## src/alu_status_defs.vh

```
`ifndef ALU_STATUS_DEFS_VH
`define ALU_STATUS_DEFS_VH
`define OP_W 4
`define OP_NONE 4'h0
`define OP_SUM 4'h1
`define OP_SUMC 4'h2
`define OP_DIFFERENCE_WITH_BORROW_INSTR 4'h3
`define OP_MUL 4'h4
`define OP_DIV 4'h5
`define OP_DA 4'h6
`define OP_RRC 4'h7
`define OP_RLC 4'h8
`define OP_COMPARE_BRANCH_INSTR 4'h9
`define DIV_CYCLES 4'h8
`define LOW_DIGIT_MAX 8'h09
`define LOW_FIX 8'h06
`define HIGH_FIX 8'h60
`define BCD_MAX 9'h099
`define BYTE_MAX 16'h00ff
`define ACC_RESET 8'h00
`define B_RESET 8'h00
`endif

```

## src/alu_divider.v

```verilog
`timescale 1ns/10ps
`include "alu_status_defs.vh"
// ********************************
// Restoring divider, one quotient bit per clock
// ********************************
module alu_divider (
	input wire clk_sys,
	input wire arst_n,
	input wire start,
	input wire [7:0] dividend,
	input wire [7:0] divisor,
	output reg busy_reg,
	output reg done_reg,
	output reg [7:0] quot_reg,
	output reg [7:0] rem_reg
);
	reg [3:0] cnt_reg;
	reg [7:0] dvs_reg;
	wire [8:0] trial;
	wire [8:0] diff;
	assign trial = {rem_reg, quot_reg[7]};
	assign diff = trial - {1'b0, dvs_reg};
	always @(posedge clk_sys or negedge arst_n)
	begin
		if (!arst_n)
		begin
			busy_reg <= 1'b0;
			done_reg <= 1'b0;
			quot_reg <= 8'h00;
			rem_reg <= 8'h00;
			cnt_reg <= 4'h0;
			dvs_reg <= 8'h00;
		end
		else
		begin
			done_reg <= 1'b0;
			if (start && !busy_reg)
			begin
				busy_reg <= 1'b1;
				quot_reg <= dividend;
				rem_reg <= 8'h00;
				dvs_reg <= divisor;
				cnt_reg <= `DIV_CYCLES;
			end
			else if (busy_reg)
			begin
				// Zero divisor just runs through; quotient comes out 0xFF and remainder the dividend
				if (!diff[8])
				begin
					rem_reg <= diff[7:0];
					quot_reg <= {quot_reg[6:0], 1'b1};
				end
				else
				begin
					rem_reg <= trial[7:0];
					quot_reg <= {quot_reg[6:0], 1'b0};
				end
				cnt_reg <= cnt_reg - 4'h1;
				if (cnt_reg == 4'h1)
				begin
					busy_reg <= 1'b0;
					done_reg <= 1'b1;
				end
			end
		end
	end
endmodule // alu_divider

```

## src/mcu_alu_status_flags.v

```verilog
`timescale 1ns/10ps
`include "alu_status_defs.vh"
module mcu_alu_status_flags (
	input wire clk_sys,
	input wire arst_n,
	input wire op_valid,
	input wire [3:0] op_code,
	input wire [7:0] operand,
	input wire [7:0] cmp_dest,
	input wire [7:0] cmp_src,
	input wire acc_load,
	input wire [7:0] acc_load_data,
	input wire b_load,
	input wire [7:0] b_load_data,
	input wire carry_load,
	input wire carry_load_data,
	output reg [7:0] acc_reg,
	output reg [7:0] b_reg,
	output reg carry_reg,
	output reg signed_range_flag_reg,
	output reg nibble_carry_flag_reg,
	output reg busy_reg,
	output reg done_reg,
	output reg branch_taken_reg,
	output reg branch_valid_reg
);
	// ********************************
	// States
	// ********************************
	localparam ST_IDLE = 2'b01;
	localparam ST_DIV = 2'b10;
	reg [1:0] state_reg;
	reg [1:0] state_next;

	// ********************************
	// Arithmetic helpers
	// ********************************
	// Bitwise carries of a + b + cin; bit i is the carry out of bit i
	function [7:0] add_carries;
		input [7:0] a;
		input [7:0] b;
		input cin;
		integer i;
		reg c;
		begin
			c = cin;
			add_carries = 8'h00;
			for (i = 0; i < 8; i = i + 1)
			begin
				c = (a[i] & b[i]) | (a[i] & c) | (b[i] & c);
				add_carries[i] = c;
			end
		end
	endfunction

	// Bitwise borrows of a - b - bin; bit i is the borrow needed by bit i
	function [7:0] sub_borrows;
		input [7:0] a;
		input [7:0] b;
		input bin;
		integer i;
		reg w;
		begin
			w = bin;
			sub_borrows = 8'h00;
			for (i = 0; i < 8; i = i + 1)
			begin
				w = (~a[i] & b[i]) | (~a[i] & w) | (b[i] & w);
				sub_borrows[i] = w;
			end
		end
	endfunction

	wire is_sumc = (op_code == `OP_SUMC);
	wire add_cin = is_sumc ? carry_reg : 1'b0;
	wire [7:0] add_res = acc_reg + operand + {7'h00, add_cin};
	wire [7:0] add_cy = add_carries(acc_reg, operand, add_cin);
	wire [7:0] sub_res = acc_reg - operand - {7'h00, carry_reg};
	wire [7:0] sub_bw = sub_borrows(acc_reg, operand, carry_reg);
	wire [15:0] product = acc_reg * b_reg;

	// Decimal adjust in two steps, each step a 9-bit sum
	wire low_fix = nibble_carry_flag_reg || ({4'h0, acc_reg[3:0]} > `LOW_DIGIT_MAX);
	wire [8:0] da_step1 = {1'b0, acc_reg} + (low_fix ? {1'b0, `LOW_FIX} : 9'h000);
	wire high_fix = carry_reg || low_fix;
	wire [8:0] da_step2 = da_step1 + (high_fix ? {1'b0, `HIGH_FIX} : 9'h000);
	// Carry reflects the full adjusted value, so a wrap past 0xFF also sets it
	wire da_carry = (da_step2 > `BCD_MAX);

	wire div_busy;
	wire div_done;
	wire [7:0] div_quot;
	wire [7:0] div_rem;
	reg div_zero_reg;
	// Divider busy is checked too, so a stray start can never restart a run
	wire div_start = op_valid && (op_code == `OP_DIV) && (state_reg == ST_IDLE) && !div_busy;
	// Next values of the registers, formed in one combinational process
	reg [7:0] acc_next;
	reg [7:0] b_next;
	reg carry_next;
	reg signed_range_flag_next;
	reg nibble_carry_flag_next;
	reg done_next;
	reg branch_taken_next;
	reg branch_valid_next;
	reg div_zero_next;

	alu_divider u_div (
		.clk_sys(clk_sys),
		.arst_n(arst_n),
		.start(div_start),
		.dividend(acc_reg),
		.divisor(b_reg),
		.busy_reg(div_busy),
		.done_reg(div_done),
		.quot_reg(div_quot),
		.rem_reg(div_rem)
	);

	// ********************************
	// Sequencer
	// ********************************
	always @*
	begin
		state_next = state_reg;
		case (state_reg)
			ST_IDLE:
				if (div_start)
					state_next = ST_DIV;
			ST_DIV:
				if (div_done)
					state_next = ST_IDLE;
			default:
				state_next = ST_IDLE;
		endcase
	end

	// ********************************
	// Next values of accumulator, B and flags
	// ********************************
	always @*
	begin
		// Direct loads from the core; an instruction in the same cycle wins
		acc_next = acc_load ? acc_load_data : acc_reg;
		b_next = b_load ? b_load_data : b_reg;
		carry_next = carry_load ? carry_load_data : carry_reg;
		// Unlisted flags are simply not assigned below and hold
		signed_range_flag_next = signed_range_flag_reg;
		nibble_carry_flag_next = nibble_carry_flag_reg;
		done_next = 1'b0;
		branch_taken_next = branch_taken_reg;
		branch_valid_next = 1'b0;
		div_zero_next = div_zero_reg;
		if (state_reg == ST_DIV)
		begin
			// The divider result lands in one step, together with both flags
			if (div_done)
			begin
				acc_next = div_quot;
				b_next = div_rem;
				carry_next = 1'b0;
				signed_range_flag_next = div_zero_reg;
				done_next = 1'b1;
			end
		end
		else if (op_valid)
		begin
			case (op_code)
				`OP_SUM, `OP_SUMC:
				begin
					acc_next = add_res;
					carry_next = add_cy[7];
					signed_range_flag_next = add_cy[6] ^ add_cy[7];
					nibble_carry_flag_next = add_cy[3];
					done_next = 1'b1;
				end
				`OP_DIFFERENCE_WITH_BORROW_INSTR:
				begin
					acc_next = sub_res;
					carry_next = sub_bw[7];
					signed_range_flag_next = sub_bw[6] ^ sub_bw[7];
					nibble_carry_flag_next = sub_bw[3];
					done_next = 1'b1;
				end
				`OP_MUL:
				begin
					acc_next = product[7:0];
					b_next = product[15:8];
					carry_next = 1'b0;
					signed_range_flag_next = (product > `BYTE_MAX);
					done_next = 1'b1;
				end
				`OP_DIV:
					div_zero_next = (b_reg == 8'h00);
				`OP_DA:
				begin
					// Only accumulator and carry change; the nibble carry flag is read, not written
					acc_next = da_step2[7:0];
					carry_next = da_carry;
					done_next = 1'b1;
				end
				`OP_RRC:
				begin
					acc_next = {carry_reg, acc_reg[7:1]};
					carry_next = acc_reg[0];
					done_next = 1'b1;
				end
				`OP_RLC:
				begin
					acc_next = {acc_reg[6:0], carry_reg};
					carry_next = acc_reg[7];
					done_next = 1'b1;
				end
				`OP_COMPARE_BRANCH_INSTR:
				begin
					// Equal values report not taken so the core falls through
					branch_taken_next = (cmp_src != cmp_dest);
					branch_valid_next = 1'b1;
					carry_next = (cmp_src > cmp_dest);
					done_next = 1'b1;
				end
				default:
					done_next = 1'b0;
			endcase
		end
	end

	// ********************************
	// Registers
	// ********************************
	// One process per register keeps each reset value beside its register
	always @(posedge clk_sys or negedge arst_n)
	begin
		if (!arst_n)
			state_reg <= ST_IDLE;
		else
			state_reg <= state_next;
	end

	always @(posedge clk_sys or negedge arst_n)
	begin
		if (!arst_n)
			acc_reg <= `ACC_RESET;
		else
			acc_reg <= acc_next;
	end

	always @(posedge clk_sys or negedge arst_n)
	begin
		if (!arst_n)
			b_reg <= `B_RESET;
		else
			b_reg <= b_next;
	end

	always @(posedge clk_sys or negedge arst_n)
	begin
		if (!arst_n)
			carry_reg <= 1'b0;
		else
			carry_reg <= carry_next;
	end

	always @(posedge clk_sys or negedge arst_n)
	begin
		if (!arst_n)
			signed_range_flag_reg <= 1'b0;
		else
			signed_range_flag_reg <= signed_range_flag_next;
	end

	always @(posedge clk_sys or negedge arst_n)
	begin
		if (!arst_n)
			nibble_carry_flag_reg <= 1'b0;
		else
			nibble_carry_flag_reg <= nibble_carry_flag_next;
	end

	// Busy follows the next state so it rises with the taking edge
	always @(posedge clk_sys or negedge arst_n)
	begin
		if (!arst_n)
			busy_reg <= 1'b0;
		else
			busy_reg <= (state_next == ST_DIV);
	end

	always @(posedge clk_sys or negedge arst_n)
	begin
		if (!arst_n)
			done_reg <= 1'b0;
		else
			done_reg <= done_next;
	end

	always @(posedge clk_sys or negedge arst_n)
	begin
		if (!arst_n)
			branch_taken_reg <= 1'b0;
		else
			branch_taken_reg <= branch_taken_next;
	end

	always @(posedge clk_sys or negedge arst_n)
	begin
		if (!arst_n)
			branch_valid_reg <= 1'b0;
		else
			branch_valid_reg <= branch_valid_next;
	end

	always @(posedge clk_sys or negedge arst_n)
	begin
		if (!arst_n)
			div_zero_reg <= 1'b0;
		else
			div_zero_reg <= div_zero_next;
	end
endmodule // mcu_alu_status_flags

```

## config.mk

```make
export PLATFORM = sky130hd
export DESIGN_NAME = mcu_alu_status_flags
export DESIGN_NICKNAME = d
export VERILOG_FILES = /design/src/alu_divider.v /design/src/mcu_alu_status_flags.v
export VERILOG_INCLUDE_DIRS = /design/src
export SDC_FILE = /design/constraint.sdc
export NUM_CORES = 1
export LEC_CHECK = 0
export BUFFER_PORTS_ARGS = -buffer_cell sky130_fd_sc_hd__buf_2
export CAP_MARGIN = 20
export CORE_ASPECT_RATIO = 1.2
export CORE_UTILIZATION = 45
export CTS_BUF_LIST = sky130_fd_sc_hd__clkbuf_4 sky130_fd_sc_hd__clkbuf_8 sky130_fd_sc_hd__clkbuf_16
export DETAILED_ROUTE_END_ITERATION = 7
export PLACE_DENSITY_LB_ADDON = 0.12
export SETUP_SLACK_MARGIN = 0.3
export SYNTH_ARGS = -nofsm -noshare
export SYNTH_HDL_FRONTEND = slang
export SYNTH_SLANG_ARGS = --single-unit
```

## constraint.sdc

```tcl
create_clock -name clk_sys -period 4.35 [get_ports clk_sys]
set_input_delay 0.435 -clock clk_sys [delete_from_list [all_inputs] [get_ports clk_sys]]
set_output_delay 0.435 -clock clk_sys [all_outputs]
set_load 0.01 [all_outputs]
```

# Word level (Yosys, flattened, before mapping)
# Index checks and enable logic that the tools add are counted.
[totals]
register_bits = 56
in_bits = 51
out_inout_bits = 23
wordCells = 201
[classes]
add_sub_neg = 8
mul = 1
n_lt_le_gt_ge = 4
n_eq_ne = 15
mux = 47
n_bitwise = 91
n_reduce_logical = 18
[op_table]
columns = ["cell", "n"]
rows = [
  ["two-way mux 8 bit", 14],
  ["AND 1 bit", 48],
  ["case mux 8 bit (6 select lines)", 1],
  ["bitwise OR 1 bit", 32],
  ["two-way mux 1 bit", 22],
  ["equality test 4 x 3 -> 1 bit (second input constant)", 4],
  ["> comparator 16 x 8 -> 1 bit (second input constant)", 1],
  ["multiplier 8 x 8 -> 16 bit", 1],
  ["AND reduction 3 bit", 4],
  ["adder 8 x 3 -> 9 bit", 1],
  ["adder 9 x 7 -> 9 bit", 1],
  ["> comparator 9 x 8 -> 1 bit (second input constant)", 1],
  ["NOT 1 bit", 9],
  ["subtractor 9 x 8 -> 9 bit", 1],
  ["adder 8 x 1 -> 8 bit", 1],
  ["adder 8 bit", 1],
  ["equality test 4 x 1 -> 1 bit (second input constant)", 2],
  ["equality test 4 x 2 -> 1 bit (second input constant)", 2],
  ["equality test 4 bit (second input constant)", 2],
  ["> comparator 8 bit", 1],
  ["logical NOT 8 bit", 1],
  ["two-way mux 4 bit", 2],
  ["inequality test 8 bit", 1],
  ["OR reduction 8 bit", 1],
  ["21 further kinds", 30],
]

# Logic depth before layout (Yosys ltp)
[logic_depth]
word_depth = 30
mapped_depth = 19
mapped_depth_nobuf = 18

# Cells and area by module
# Synthesis repeated with hierarchy kept, for this count alone.
[hier_totals]
cells_unflattened = 879
area_unflattened_um2 = 7375.8
[modules_own_cells]
columns = ["mod", "n_inst", "cells_each", "area_per_inst_um2"]
rows = [
  ["mcu_alu_status_flags", 1, 695, 5601.6],
  ["alu_divider", 1, 184, 1774.2],
]

# Least setup slack after synthesis
# OpenSTA, ideal clock, no wires.
[synth_timing]
kind = "flip-flop to flip-flop"
start = "register acc_reg[4]"
end = "register signed_range_flag_reg"
setup_ps = 124
t_arrival_ps = 4800
required_ps = 4226
setup_slack_ps = -574
path_stages_with_launch = 17
period_less_slack_ps = 4924
cell_sequence = "dfrtp_1 -> clkbuf_1 -> clkbuf_1 -> nand2_1 -> fa_1 -> fa_1 -> inv_1 -> fa_1 -> fa_1 -> ha_1 -> and3_1 -> a221o_1 -> o41ai_2 -> o21ai_1 -> a21oi_1 -> xnor2_1 -> o31a_1"
[synth_between]
elab_chain_cells = 17
[synth_rtl]
columns = ["item", "line", "rtl"]
rows = [
  ["start: declaration", "mcu_alu_status_flags.v:17", "output reg [7:0] acc_reg,"],
  ["start signal: assignment", "mcu_alu_status_flags.v:243", "acc_reg <= `ACC_RESET;"],
  ["start signal: assignment", "mcu_alu_status_flags.v:245", "acc_reg <= acc_next;"],
  ["branches (longest 14 deep; another with multiplier 8 x 8 -> 16 bit)", "-", ""],
  ["case mux 1 bit (3 select lines) (*)", "mcu_alu_status_flags.v:168", "case (op_code)"],
  ["two-way mux 1 bit (*)", "mcu_alu_status_flags.v:166", "else if (op_valid)"],
  ["two-way mux 1 bit (*)", "mcu_alu_status_flags.v:154", "if (state_reg == ST_DIV)"],
  ["end signal: assignment", "mcu_alu_status_flags.v:269", "signed_range_flag_reg <= signed_range_flag_next;"],
  ["end: declaration", "mcu_alu_status_flags.v:20", "output reg signed_range_flag_reg,"],
]
# Every way passes the cells marked *. The select of a mux whose other input is x is not followed.
# A chain may end at the register's enable or synchronous reset.

# Worst setup path in the final report
[layout_timing]
start = "register b_reg[7]"
end = "register signed_range_flag_reg"
[layout_between]
elab_chain_cells = 5
[layout_rtl]
columns = ["item", "line", "rtl"]
rows = [
  ["start: declaration", "mcu_alu_status_flags.v:18", "output reg [7:0] b_reg,"],
  ["start signal: assignment", "mcu_alu_status_flags.v:251", "b_reg <= `B_RESET;"],
  ["start signal: assignment", "mcu_alu_status_flags.v:253", "b_reg <= b_next;"],
  ["multiplier 8 x 8 -> 16 bit", "mcu_alu_status_flags.v:80", "wire [15:0] product = acc_reg * b_reg;"],
  ["> comparator 16 x 8 -> 1 bit (no source line)", "-", ""],
  ["case mux 1 bit (3 select lines)", "mcu_alu_status_flags.v:168", ""],
  ["two-way mux 1 bit", "mcu_alu_status_flags.v:166", ""],
  ["two-way mux 1 bit", "mcu_alu_status_flags.v:154", ""],
]
# No other way between the ends. The select of a mux whose other input is x is not followed.

==> metrics.yaml <==
pwr:
  leakage_nw: 4.20
  powerDensity_nw_per_um2: 465
  peakVddDrop_mv: 0.876
yosys:
  synth_cell_types: 66
  synthAdderAreaFrac_pct: 27.1
  synth_compound_area_share_pct: 17.2
  synthMuxAreaShare_pct: 6.91
  synth_xor_area_share_pct: 4.48
  synth_warnings: 0
  postSynthAreaPerCell_um2: 8.39
  synthSimpleGateAreaFrac_pct: 16.4
  synth_top_family_by_area: "adder cells"
  synth_ff_type: "dfrtp_1"
  syn_area_um2: 7030
  synth-seq-cells: 56
  syn_nets: 1016
  yosysSeqAreaShare_pct: 20.0
  synth-edff-count: 0
  postSynthCellCount: 838
  synthArstFlopShare_pct: 100
clock_network:
  clk_pin_slew_worst_paths_ps: 80
  clock_path_buffers: 2
  numClockSinks: 56
  numCtsBuffers: 5
  cts_max_level: 2
  cts_tree: "done"
  cts_root_buf: "clkbuf_16"
  clk_latency_ps: 300
status:
  status: "complete, but fails checks"
  violations: "negative setup slack"
place:
  dp_hpwl_mm: 16.9
  gp_congestion: 0.927
  port_buffers: 73
  place_ws_ps: -292
global_route:
  grt_max_degree: 57
  overflow: 0
  grt_pass1_vias: 6777
  grt_usage_pct: 27.6
  antenna_found_initial: 0
  grt_pass1_wl_mm: 34.6
detailed_routing:
  vias: 6461
  viasPerCell: 5.58
  drtIter0Drc: 358
  drc: 0
  first_pass_iters: 7
  postRouteAntennaNets: 0
  wl_per_cell_um: 18.3
  drt-total-wl_mm: 21.2
cells_and_area:
  final_cell_mix: "92 x inv_1, 87 x nand2_1, 80 x ha_1"
  num_antenna_cells: 0
  final_common_cell: "inv_1"
  area_delta_synth_final_pct: 22.4
  drive_above_1_share_pct: 26.7
  final_nets: 1131
die:
  io_pins: 74
  num_rows: 49
  die_y_um: 139
  die_w_um: 116
  coreArea_um2: 15100
  start_util_pct: 46.4
  fp.dieArea_um2: 16100
timing:
  rsz0062_at_grt: "true"
  hold_viol: 0
  slew_violations: 0
  setup_viol: 6
  slew_headroom_pct: 33.1
  tns_ps: -851
  max_freq_ghz: 0.220
  period_minus_slack_ps: 4540
  fin_skew_ps: 8.42
  period_share_pct: 104
  fin_ws_ps: -192
  tightest_slew_ps: 996
min_path:
  hold_class: "input port to asynchronous set/reset pin"
critical_path:
  worst-endpoint-required_ps: 4540
  path_max_fanout: 5
  start_kind: "flip-flop"
  endpoint_kind: "flip-flop"
  critical_path_class: "flip-flop to flip-flop"
  crit_arrival_ps: 4730
flow_run:
  max-cap-violations: 0
-- per-layer routing --
| layer | GRT usage (%) | part of all wire [%] | vias to the layer above |
|---|---|---|---|
| met5 | 0 | 0 | - |
| met4 | 13.1 | 4.9 | 0 |
| met3 | 3.10 | 4.5 | 58 |
| met2 | 48.3 | 50 | 217 |
| met1 | 33.2 | 40 | 3120 |
| li1 | - | - | 3066 |
-- what timing repair did --
item                                   in CTS  in global routing
buffers inserted                           11                  4
hold buffers                                0                  0
resized for setup                          26                 37
pin swaps                                  11                 28
endpoints found under the hold margin       0                  0
setup endpoints to repair                   9                 12
-- worst paths after layout --
kind	cells past startpoint	slack, ps	to	start
worst max register to register	15	-190	signed_range_flag_reg	b_reg[7]
worst min-delay path	2	260	u_div.dvs_reg[7]	arst_n
worst max-delay path	15	-190	signed_range_flag_reg	b_reg[7]
worst min register to register	1	510	u_div.dvs_reg[6]	u_div.dvs_reg[6]
min in group clk_sys	2	510	branch_valid_reg	op_valid
max in group asynchronous	2	3510	acc_reg[7]	arst_n
-- Yosys cell counts (all sizes together), types with 6 or more instances --
master,instances,share of area [%]
nand2b,9,0.80
clkbuf,37,2.0
nand2,95,5.1
ha,85,15
mux2i,29,4.1
and2,32,2.8
o21ai,51,3.6
inv,104,5.6
nor2,43,2.3
xnor2,26,3.2
a21o,8,0.85
nand3,12,0.85
xor2,10,1.2
fa,42,12
a211oi,7,0.89
dfrtp,55,20
mux2,17,2.8
nor2b,17,1.5
o21bai,6,0.64
a22oi,8,0.85
nor3,12,0.85
buf,6,0.39
a21oi,44,3.1
-- metrics by stage --
step,total power [W],instances,hold slack [ps],area (um^2),util (%)
after floorplan,0.00216,838,139,7210,-
after global placement,0.00301,1135,488,8110,53.6
after detailed placement,0.00306,1135,494,8110,53.6
after CTS,0.00371,1154,322,8440,55.8
after global routing,0.00430,1158,354,8610,56.8
final,0.00400,1158,263,8610,56.8
-- report_power, final --
group / switching, W / total [W] / internal [W]
combinational: 0.00144 / 0.00295 / 0.00150
sequential: 0.0000324 / 0.000571 / 0.000538
clock: 0.000208 / 0.000483 / 0.000276
-- cell families after synthesis --
kind of cell | count (synthesis)
compound gates | 183
xor+xnor | 36
fa+ha+maj | 127
buf+inv | 147
flops | 56
mux | 46
simple gates | 243
-- critical path, cell delays in order, from the launching register on --
cell      delay, ps
dfrtp_1         410
buf_6           130
nand2_4          50
fa_1            450
fa_1            530
inv_2            40
fa_1            470
fa_1            570
ha_4            240
and3_4          150
a221o_1         400
o41ai_4         300
buf_4           190
xnor2_2         120
nand4b_1        120
o31a_1          260
-- cell type report --
type,count,area (um^2)
clock buffer,5,125
clock inverter,3,46.3
fill,1419,6540
inverter,104,390
multi-input combinational,635,5360
sequential,56,1420
tap,204,255
timing repair buffer,151,1020
Note: power is estimated with default switching activity, not from simulation.
